**config.mk**
```make
export PLATFORM = sky130hd
export DESIGN_NAME = fskm_core
export DESIGN_NICKNAME = d
export VERILOG_FILES = /design/src/hdl/fskm_pkg.sv /design/src/hdl/fskm_core.sv /design/src/hdl/fskm_fifo.sv
export SDC_FILE = /design/constraint.sdc
export NUM_CORES = 1
export LEC_CHECK = 0
export BUFFER_PORTS_ARGS = -buffer_cell sky130_fd_sc_hd__buf_2
export CAP_MARGIN = 10
export CORE_AREA = 5 5 148 150
export CTS_BUF_LIST = sky130_fd_sc_hd__clkbuf_4
export DETAILED_ROUTE_END_ITERATION = 7
export DIE_AREA = 0 0 153 155
export GPL_ROUTABILITY_DRIVEN = 0
export PLACE_DENSITY = 0.47
export SLEW_MARGIN = 20
export SYNTH_ARGS = -nofsm -noshare
export SYNTH_HDL_FRONTEND = slang
export SYNTH_HIERARCHICAL = 1
export SYNTH_SLANG_ARGS = --single-unit
```
**constraint.sdc**
```tcl
create_clock -name i_sys_clk -period 2.7 [get_ports i_sys_clk]
set_input_delay 0.54 -clock i_sys_clk [delete_from_list [all_inputs] [get_ports i_sys_clk]]
set_output_delay 0.54 -clock i_sys_clk [all_outputs]
set_load 0.02 [all_outputs]
```
**src/hdl/fskm_pkg.sv**
```systemverilog
// shared constants, types and the sine table of the fsk modem core
package fskm_pkg;
   localparam int unsigned CLK_HZ   = 200_000_000;
   localparam int unsigned XTAL_HZ  = 3_580_000;
   // longest tick period rounds down to whole cycles
   localparam int unsigned XTAL_DIV = CLK_HZ / XTAL_HZ;
   localparam int unsigned BAUD     = 300;
   localparam int unsigned BIT_CYC  = CLK_HZ / BAUD;
   localparam int unsigned STEP_W   = 4;
   localparam int unsigned DAC_W    = 8;
   localparam int unsigned DIV_W    = 16;
   localparam int unsigned CD_W     = 24;
   localparam int unsigned XC_W     = 8;
   localparam int unsigned BC_W     = 20;
   localparam int unsigned E_W      = 8;
   localparam int unsigned FIFO_D   = 4;
   localparam logic [DAC_W-1:0] DAC_MID = 8'h80;

   typedef enum logic [1:0] {FM_RUN, FM_SQUELCH, FM_DOWN} fskm_mode_e;

   // pins that cross into the clock domain
   typedef struct packed {
      logic originate;
      logic loopback;
      logic squelch;
      logic carrier;
   } fskm_pins_s;

   typedef struct packed {
      fskm_pins_s       s1;
      fskm_pins_s       s2;
      fskm_mode_e       mode;
      logic [XC_W-1:0]  xcnt;
      logic [DIV_W-1:0] dcnt;
      logic [STEP_W-1:0] phase;
      logic             tx_bit;
      logic [BC_W-1:0]  bcnt;
      logic [CD_W-1:0]  cdcnt;
      logic             cd_n;
      logic             rx_data;
      logic [DAC_W-1:0] dac;
      logic             drive_en;
      logic             pdown;
      logic             band_high;
      logic             lpbk;
   } fskm_state_s;

   localparam fskm_state_s ST_RST = '{mode: FM_RUN, tx_bit: 1'b1, cd_n: 1'b1,
                                      rx_data: 1'b1, dac: DAC_MID, default: '0};

   // sixteen-slot staircase sine, mid-scale centred
   function automatic logic [DAC_W-1:0] fskm_sine(input logic [STEP_W-1:0] s);
      logic [DAC_W-1:0] v;
      v = DAC_MID;
      case (s)
         4'h0: v = 8'h80;
         4'h1: v = 8'hb0;
         4'h2: v = 8'hda;
         4'h3: v = 8'hf6;
         4'h4: v = 8'hff;
         4'h5: v = 8'hf6;
         4'h6: v = 8'hda;
         4'h7: v = 8'hb0;
         4'h8: v = 8'h80;
         4'h9: v = 8'h50;
         4'ha: v = 8'h26;
         4'hb: v = 8'h0a;
         4'hc: v = 8'h01;
         4'hd: v = 8'h0a;
         4'he: v = 8'h26;
         default: v = 8'h50;
      endcase
      return v;
   endfunction
endpackage

```
**src/hdl/fskm_core.sv**
```systemverilog
// fsk modem digital core: mode control, phase-coherent modulator, receive outputs
`timescale 1ns/1ps
module fskm_core
   import fskm_pkg::*;
#(
   parameter int unsigned      BIT_CYCLES = BIT_CYC,
   parameter logic [DIV_W-1:0] DIV_OM     = 16'd180,
   parameter logic [DIV_W-1:0] DIV_OS     = 16'd213,
   parameter logic [DIV_W-1:0] DIV_AM     = 16'd102,
   parameter logic [DIV_W-1:0] DIV_AS     = 16'd113
) (
   input  wire logic             i_sys_clk,
   input  wire logic             i_srst,
   input  wire logic             i_originate_sel,
   input  wire logic             i_analog_loopback_select,
   input  wire logic             i_transmit_squelch,
   input  wire logic             i_carrier_above,
   input  wire logic [CD_W-1:0]  i_carrier_delay_timing,
   input  wire logic [E_W-1:0]   i_mark_energy,
   input  wire logic [E_W-1:0]   i_space_energy,
   input  wire logic             i_tx_valid,
   input  wire logic             i_tx_data,
   output logic                  o_tx_ready,
   output logic [DAC_W-1:0]      o_dac_level,
   output logic                  o_drive_en,
   output logic                  o_power_down,
   output logic                  o_rx_band_high,
   output logic                  o_loopback,
   output logic                  o_rx_data,
   output logic                  o_carrier_present_n
);
   fskm_state_s r;
   fskm_state_s next_r;
   logic        xtick;
   logic        reload;
   logic        bit_end;
   logic        q_valid;
   logic        q_data;
   logic        q_take;

   // divisor per tone: mark is data one, originate sends the low pair
   function automatic logic [DIV_W-1:0] div_of(input logic bitv, input logic orig);
      logic [DIV_W-1:0] d;
      d = orig ? (bitv ? DIV_OM : DIV_OS) : (bitv ? DIV_AM : DIV_AS);
      return d;
   endfunction

   // transmit bits queue here; a bit is taken once per bit period
   fskm_fifo #(
      .W (1),
      .D (FIFO_D)
   ) u_txq (
      .i_sys_clk   (i_sys_clk),
      .i_srst      (i_srst),
      .i_in_valid  (i_tx_valid),
      .i_in_data   (i_tx_data),
      .o_in_ready  (o_tx_ready),
      .o_out_valid (q_valid),
      .o_out_data  (q_data),
      .i_out_ready (q_take)
   );

   // chain: oscillator tick, then divider reload; the bit period counts system clocks on its own
   assign xtick   = (r.xcnt == XC_W'(XTAL_DIV - 1)) && (r.mode != FM_DOWN);
   assign reload  = xtick && (r.dcnt == '0);
   assign bit_end = (r.bcnt == BC_W'(BIT_CYCLES - 1)) && (r.mode != FM_DOWN);
   assign q_take  = bit_end;

   always_comb
   begin
      next_r    = r;
      next_r.s1 = '{originate: i_originate_sel, loopback: i_analog_loopback_select,
                    squelch: i_transmit_squelch, carrier: i_carrier_above};
      next_r.s2 = r.s1;
      // both pins high never happens in normal use, so it means sleep
      case ({r.s2.loopback, r.s2.squelch})
         2'b11:   next_r.mode = FM_DOWN;
         2'b01:   next_r.mode = FM_SQUELCH;
         default: next_r.mode = FM_RUN;
      endcase
      next_r.pdown     = next_r.mode == FM_DOWN;
      next_r.drive_en  = next_r.mode == FM_RUN;
      next_r.lpbk      = r.s2.loopback && (next_r.mode != FM_DOWN);
      // loop-back listens to its own transmit band
      next_r.band_high = r.s2.originate ^ r.s2.loopback;
      // oscillator-rate tick counter, frozen while powered down
      if (r.mode != FM_DOWN)
      begin
         next_r.xcnt = xtick ? '0 : r.xcnt + 1'b1;
      end
      // divisor is sampled only here, never mid-period
      if (reload)
      begin
         next_r.dcnt  = div_of(r.tx_bit, r.s2.originate) - 1'b1;
         next_r.phase = r.phase + 1'b1;
      end
      else if (xtick)
      begin
         next_r.dcnt = r.dcnt - 1'b1;
      end
      // bit period; an empty queue idles on mark
      if (r.mode != FM_DOWN)
      begin
         next_r.bcnt = bit_end ? '0 : r.bcnt + 1'b1;
      end
      if (bit_end)
      begin
         next_r.tx_bit = q_valid ? q_data : 1'b1;
      end
      next_r.dac = (r.mode == FM_DOWN) ? DAC_MID : fskm_sine(r.phase);
      // slow to qualify, quick to drop a marginal carrier
      if (!r.s2.carrier)
      begin
         next_r.cdcnt = '0;
         next_r.cd_n  = 1'b1;
      end
      else if (r.cdcnt >= i_carrier_delay_timing)
      begin
         next_r.cd_n = 1'b0;
      end
      else
      begin
         next_r.cdcnt = r.cdcnt + 1'b1;
      end
      next_r.rx_data = r.cd_n ? 1'b1 : (i_mark_energy >= i_space_energy);
   end

   always_ff @(posedge i_sys_clk)
   begin
      if (i_srst)
      begin
         r <= ST_RST;
      end
      else
      begin
         r <= next_r;
      end
   end

   // every output but o_tx_ready straight from the state register; o_tx_ready comes from the queue
   assign o_dac_level         = r.dac;
   assign o_drive_en          = r.drive_en;
   assign o_power_down        = r.pdown;
   assign o_rx_band_high      = r.band_high;
   assign o_loopback          = r.lpbk;
   assign o_rx_data           = r.rx_data;
   assign o_carrier_present_n = r.cd_n;
endmodule

```
**src/hdl/fskm_fifo.sv**
```systemverilog
// small flip-flop fifo with valid and ready on both sides
`timescale 1ns/1ps
module fskm_fifo #(
   parameter int unsigned W = 1,
   parameter int unsigned D = 4
) (
   input  wire logic         i_sys_clk,
   input  wire logic         i_srst,
   input  wire logic         i_in_valid,
   input  wire logic [W-1:0] i_in_data,
   output logic              o_in_ready,
   output logic              o_out_valid,
   output logic [W-1:0]      o_out_data,
   input  wire logic         i_out_ready
);
   localparam int unsigned AW = (D > 1) ? $clog2(D) : 1;

   typedef struct packed {
      logic [D-1:0][W-1:0] mem;
      logic [AW-1:0]       wp;
      logic [AW-1:0]       rp;
      logic [AW:0]         cnt;
      logic                rdy;
      logic                vld;
   } fskm_fifo_s;

   fskm_fifo_s r;
   fskm_fifo_s next_r;
   logic       push;
   logic       pop;

   // pointer wrap handles depths that are not a power of two
   always_comb
   begin
      next_r = r;
      push   = i_in_valid && r.rdy;
      pop    = r.vld && i_out_ready;
      if (push)
      begin
         next_r.mem[r.wp] = i_in_data;
         next_r.wp = (r.wp == AW'(D - 1)) ? '0 : r.wp + 1'b1;
      end
      if (pop)
      begin
         next_r.rp = (r.rp == AW'(D - 1)) ? '0 : r.rp + 1'b1;
      end
      next_r.cnt = r.cnt + (AW + 1)'(push) - (AW + 1)'(pop);
      next_r.rdy = next_r.cnt != (AW + 1)'(D);
      next_r.vld = next_r.cnt != '0;
   end

   always_ff @(posedge i_sys_clk)
   begin
      if (i_srst)
      begin
         r     <= '0;
         r.rdy <= 1'b1;
      end
      else
      begin
         r <= next_r;
      end
   end

   assign o_in_ready  = r.rdy;
   assign o_out_valid = r.vld;
   assign o_out_data  = r.mem[r.rp];
endmodule

```
==> results of run 1 <==
-- stage by stage --
step	cells	instance area (um^2)	setup TNS [ns]	hold WS [ns]
3_3_place_gp	1036	6710	0	0.424
4_1_cts	1052	6840	0	0.192
5_1_grt	1053	6870	0	0.194
3_5_place_dp	1036	6710	-0.0297	0.425
6_report	1053	6870	0	0.246
2_1_floorplan	709	6030	0	0.408
-- worst min-delay path by stage --
stage | from | end | slack [ns] | depth (start not counted)
2_1_floorplan | r[90] | o_drive_en | 0.41 | 1
3_3_place_gp | next_r[92] | r[92] | 0.42 | 1
3_5_place_dp | next_r[89] | r[89] | 0.42 | 1
4_1_cts | i_transmit_squelch | next_r[90] | 0.19 | 2
5_1_grt | i_transmit_squelch | next_r[90] | 0.19 | 2
6_report | i_transmit_squelch | next_r[90] | 0.25 | 2
-- cell usage in the layout, fill, tap and decap left out, drive strengths merged, types with 4 or more instances in the layout --
cell type,netlist,routed
dfxtp,109,109
buf,20,90
nor2,78,78
ha,57,57
inv,51,55
nand2,52,52
a21oi,40,40
nand4,30,30
nand3,29,29
nor3,27,27
o21ai,22,22
xor2,21,21
or4,18,18
xnor2,16,16
nor2b,13,13
o211ai,13,13
and3,10,10
mux2i,9,9
clkbuf,18,9
nor4,8,8
or3,6,6
and4,6,6
and2,6,6
nand2b,5,5
or2,4,4
a211oi,4,4
o31ai,4,4
-- per-layer routing --
layer  wire (um)  GRT usage  share of wire
met3         353     0.0195          0.027
met4         177     0.0407          0.013
met5           0          0              0
met2        5710      0.174           0.43
met1        6960      0.164           0.53
-- area by class of cell --
cell class              count  area, um^2  share of cell area
clock inverters             7        56.3             0.00819
inverters                  51         191              0.0278
multi-input cells         511        3500               0.509
repair buffers             90         533              0.0775
diodes                      1        2.50            0.000364
flip-flops and latches    109        2180               0.318
clock buffers               9        67.6             0.00983
well taps                 275         344              0.0501
-- power by group through the flow --
stage          Sequential (mW)  Clock (mW)  Combinational, mW
2_1_floorplan             1.71           0              0.162
3_3_place_gp              1.71           0              0.256
3_5_place_dp              1.71           0              0.257
4_1_cts                   1.68       0.852              0.258
5_1_grt                   1.69       0.915              0.297
6_report                  1.68       0.797              0.255
-- logic make-up after synthesis --
group / synth area share
compound gates: 0.0992
fa+ha+maj: 0.122
flops: 0.362
mux: 0.0224
buf+inv: 0.0639
simple gates: 0.273
xor+xnor: 0.0577
-- registers in the layout (all words and copies together), names as in the netlist --
signal	count
o_loopback	1
o_rx_data	1
o_dac_level	8
o_drive_en	1
o_rx_band_high	1
u_txq/r	11
u_txq/o_out_valid	1
u_txq/o_in_ready	1
r	79
next_r	4
o_carrier_present_n	1
-- worst max-delay path, delay by kind of cell, from the launching register on --
| family | cells | cell delay [ns] |
|---|---|---|
| AND/OR/NAND/NOR | 5 | 1.15 |
| XOR/XNOR | 1 | 0.22 |
| adder cells (fa/ha/maj) | 3 | 0.66 |
| buffers and inverters | 2 | 0.10 |
| flip-flops | 1 | 0.35 |
-- repair_timing --
action,CTS,global route
setup buffers,0,0
setup endpoints to repair,0,4
resized for setup,0,7
==> impl_metrics.tcl, run 1 <==
set metrics [dict create \
    hold_violations 0 \
    cp_data_arrival_time_ns 2.94 \
    synth_seq_cells 109 \
    setup_viol 0 \
    ys_top_cells_by_area "dfxtp_1, ha_1, nor2_1" \
    synthTopCellsByCount "dfxtp_1, nor2_1, ha_1" \
    fmax_mhz 392 \
    endpoint_kind "register" \
    die_h_um 155 \
    wire_per_inst_um 12.5 \
    grt_use_total 0.115 \
    crit_path_cell_trace "or4b_4, nor4_4, nand2_1, inv_1, ha_1, inv_1, ha_1, fa_1, xor3_1, nor2_2, nand2_1" \
    drtIter0Drc 240 \
    portBuffers 62 \
    r2r_slack_ns 0.15 \
    swShare 0.276 \
    reg2regPathDepth 11 \
    clock_sinks 109 \
    final_max_slew_viol_count 0 \
    p_per_area_mw_per_mm2 397 \
    skew_ns 0.0189 \
    syn_area_mm2 0.00603 \
    critPathKind "register to register" \
    period_needed_ns 2.55 \
    grt_max_degree 50 \
    nNetsFinal 878 \
    post-route-period-util 0.945 \
    avgSynthCellArea_um2 8.50 \
    synth.most_common_cell "dfxtp_1" \
    tightest_slew_ns 0.644 \
    fp.dieW_um 153 \
    r2r_start "r[40]" \
    synth_cell_type_count 60 \
    syn_inst 709 \
    syn_nets 815 \
    area_delta_synth_final_pct 14.0 \
    htreeDepth 3 \
    power_mw 2.73 \
    worstPathRequired_ns 3.08 \
    cp_slowest_cell "or4b_4" \
    clk_latency_ns 0.48 \
    maxSlewHeadroom 0.571 \
    grt_pass1_vias 4650 \
    crit_fanout 2 \
    cp-endpoint "u_txq/o_in_ready" \
    ir_worst_vdd_mv 0.274 \
    hpwl_um 9780 \
    start_util 0.293 \
    r2r-end "u_txq/o_in_ready" \
    fillCellCount 2195 \
    seq_area_frac_synth 0.362 \
    drc 0 \
    pwr-share-comb 0.093 \
    startpoint "r[40]" \
    clkTransAtPathRegs_ns 0.18 \
    sequentialPowerShare 0.615 \
    synth_edf_count 0 \
    synthFlopType "dfxtp_1" \
    yosys.area.top_type "dfxtp_1" \
    coreArea_mm2 0.0206 \
    antenna_found_initial 1 \
    drive_above_1_share 0.160 \
    cap_violations 0 \
    clockBufferDepth 2 \
    synth_top_area_share 0.362 \
    pre_cts_slack_ns -0.0297 \
    tritoncts "built" \
    cts_hold_buf 0 \
    vias 4936 \
    grt_pass1_wl_um 22800 \
    p_int_mw 1.98 \
    wirelength_um 13200 \
    grt_overflow 0 \
    hold_path_class "input port to register" \
    power.share.clock 0.292 \
    ys_async_sr_fraction 0 \
    crit_path_start_kind "register" \
    utilization 0.334 \
    p_switching_mw 0.754 \
    yosys_warnings 6 \
    clockRootBuffer "clkbuf_4" \
    fin_ws_ns 0.148 \
    p_leak_nw 2.94 \
    cp_slowest_stage_delay_ns 0.56 \
    ioPinCount 63 \
    ant_nets 0 \
    rows 53 \
    status "finished clean" \
    die_area_mm2 0.0237 \
    firstDrtPassIters 4 \
    rsz0062_at_grt "no" \
    vias_per_cell 4.69 \
    cts_buffers 9 \
]
(Power assumes the default switching activity.)
==> run 2: changes to the inputs <==
--- a/config.mk
+++ b/config.mk
@@ -14,2 +14,3 @@
 export GPL_ROUTABILITY_DRIVEN = 0
+export GPL_TIMING_DRIVEN = 0
 export PLACE_DENSITY = 0.47
==> constraint.sdc (replaced) <==
create_clock -name i_sys_clk -period 2.7 [get_ports i_sys_clk]
set_input_delay 0 -clock i_sys_clk [delete_from_list [all_inputs] [get_ports i_sys_clk]]
set_output_delay 0 -clock i_sys_clk [all_outputs]
set_load 0.02 [all_outputs]
==> impl_metrics.tcl, run 2 (synthesis results as in run 1) <==
set metrics [dict create \
    status "finished, violations left" \
    violations "negative setup slack" \
    hold_violations 0 \
    endpoint_kind "register" \
    vias_per_cell 4.71 \
    final_max_slew_viol_count 0 \
    wire_per_inst_um 13.0 \
    setup_viol 2 \
    period_needed_ns 2.73 \
    tritoncts "built" \
    ff_latch_area_mm2 0.00220 \
    drive_above_1_share 0.169 \
    area_delta_synth_final_pct 18.2 \
    firstDrtPassIters 4 \
    grt_pass1_vias 4968 \
    die_area_mm2 0.0237 \
    skew_ns 0.0306 \
    drtIter0Drc 247 \
    r2r_slack_ns -0.03 \
    ant_nets 0 \
    r2r-end "u_txq/o_out_valid" \
    tightest_slew_ns 0.651 \
    rsz0062_at_grt "yes" \
    worstPathRequired_ns 3.07 \
    maxSlewHeadroom 0.563 \
    clockRootBuffer "clkbuf_4" \
    hold_path_class "input port to register" \
    post-route-period-util 1.01 \
    clockBufferDepth 2 \
    hpwl_um 10400 \
    r2r_start "r[40]" \
    ioPinCount 63 \
    power_mw 2.73 \
    drc 0 \
    clk_latency_ns 0.49 \
    vias 5130 \
    p_per_area_mw_per_mm2 384 \
    multi_input_area_mm2 0.00352 \
    cap_violations 0 \
    path_common_cell "inv_1" \
    holdPathEnd "next_r[92]" \
    clkTransAtPathRegs_ns 0.17 \
    cp_slowest_cell "or4b_4" \
    start_util 0.293 \
    antenna_found_initial 1 \
    die_h_um 155 \
    reg2regPathDepth 10 \
    cp_top_family "simple AND/OR/NAND/NOR gates" \
    dp.cells 1046 \
    nNetsFinal 914 \
    min_from "i_originate_sel" \
    wirelength_um 14200 \
    ir_worst_vdd_mv 0.247 \
    coreArea_mm2 0.0206 \
    holdPathStages 3 \
    final_common_cell "dfxtp_1" \
    crit_fanout 2 \
    critPathKind "register to register" \
    fin_cells 1089 \
    grt_pass1_wl_um 24100 \
    top_register "r" \
    fillCellCount 2232 \
    p_leak_nw 3.03 \
    cts_buffers 9 \
    portBuffers 62 \
    crit_path_start_kind "register" \
    grt_max_degree 19 \
    largest_reg_flops 79 \
    cp_slowest_stage_delay_ns 0.55 \
    fp.dieW_um 153 \
    fmax_mhz 367 \
    clock_sinks 109 \
    fin_ws_ns -0.0257 \
    rows 53 \
    crit_path_cell_trace "or4b_4, nor4_4, nand2_1, inv_1, ha_1, inv_1, ha_2, fa_2, nor2_4, a21oi_1" \
    htreeDepth 3 \
    most-common-layout-cells "dfxtp_1, nor2_1, buf_2, ha_1, nand2_1" \
    path_buf_inv 2 \
    cp_data_arrival_time_ns 3.09 \
    grt_use_total 0.121 \
    grt_overflow 0 \
]
-- run 2: changes by cell type in the layout (fill, tap and decap cells not counted), moves of 3 or more --
cell | before | now
clkbuf_1 | 0 | 16
dlygate4sd3_1 | 0 | 12
buf_2 | 62 | 67
buf_4 | 27 | 22
dfxtp_1 | 108 | 104
dfxtp_4 | 0 | 4
buf_1 | 0 | 3
buf_6 | 0 | 3
-- run 2: stage by stage --
stage / util / TNS [ns] / instance area (um^2) / hold slack [ns] / setup WS, ns
3_3_place_gp: 0.325 / -3.57 / 6680 / 0.214 / -0.499
6_report: 0.347 / -0.0321 / 7130 / 0.259 / -0.0257
3_5_place_dp: 0.325 / -3.23 / 6680 / 0.217 / -0.475
2_1_floorplan: - / 0 / 6030 / 0.0716 / 0.00937
5_1_grt: 0.347 / -0.250 / 7130 / 0.240 / -0.0977
4_1_cts: 0.343 / 0 / 7050 / 0.156 / 0.00207
-- run 2: power by group --
part / internal [mW] / total [mW] / switching (mW) / leakage, nW
combinational: 0.143 / 0.286 / 0.142 / 2.08
sequential: 1.65 / 1.68 / 0.0300 / 0.886
clock: 0.193 / 0.771 / 0.578 / 0.0604
total: 1.98 / 2.73 / 0.750 / 3.03
-- run 2: cell type report --
cell class,count,share of cell area
Sequential cell,109,0.308
Clock buffer,9,0.00948
Antenna cell,1,0.000351
Timing Repair Buffer,88,0.0785
Tap cell,275,0.0483
Clock inverter,7,0.00702
Buffer,38,0.0276
Inverter,51,0.0269
Multi-Input combinational cell,511,0.494
-- run 2: worst max-delay path by stage --
stage / start / end / slack (ns) / depth (start not counted)
after detailed placement: r[38] / u_txq/o_out_valid / -0.47 / 12
after floorplan: r[38] / u_txq/o_in_ready / 0.009 / 13
after global placement: r[38] / u_txq/o_out_valid / -0.50 / 12
after CTS: r[42] / u_txq/o_in_ready / 0.002 / 11
final: r[40] / u_txq/o_out_valid / -0.03 / 10
after global routing: r[40] / u_txq/o_in_ready / -0.1 / 11
-- run 2: metal layers --
| layer | share of wire | GRT usage | up-vias |
|---|---|---|---|
| li1 | - | - | 2703 |
| met1 | 0.52 | 0.170 | 2358 |
| met2 | 0.44 | 0.192 | 55 |
| met3 | 0.027 | 0.0223 | 14 |
| met4 | 0.013 | 0.0369 | 0 |
| met5 | 0 | 0 | - |
-- run 2: repair_timing --
action                                 CTS  global route
pin swaps                                4             5
setup endpoints to repair               20            29
resized for setup                       12            15
endpoints found under the hold margin   13             0
hold buffers                            12             0
setup buffers                           12             3
-- run 2: worst register-to-register path, cell delays in order, from the launching register on --
cell and delay, ns:
dfxtp_4 0.37, or4b_4 0.55, nor4_4 0.40, nand2_1 0.13
inv_1 0.08, ha_1 0.22, inv_1 0.06, ha_2 0.17
fa_2 0.46, nor2_4 0.13, a21oi_1 0.06
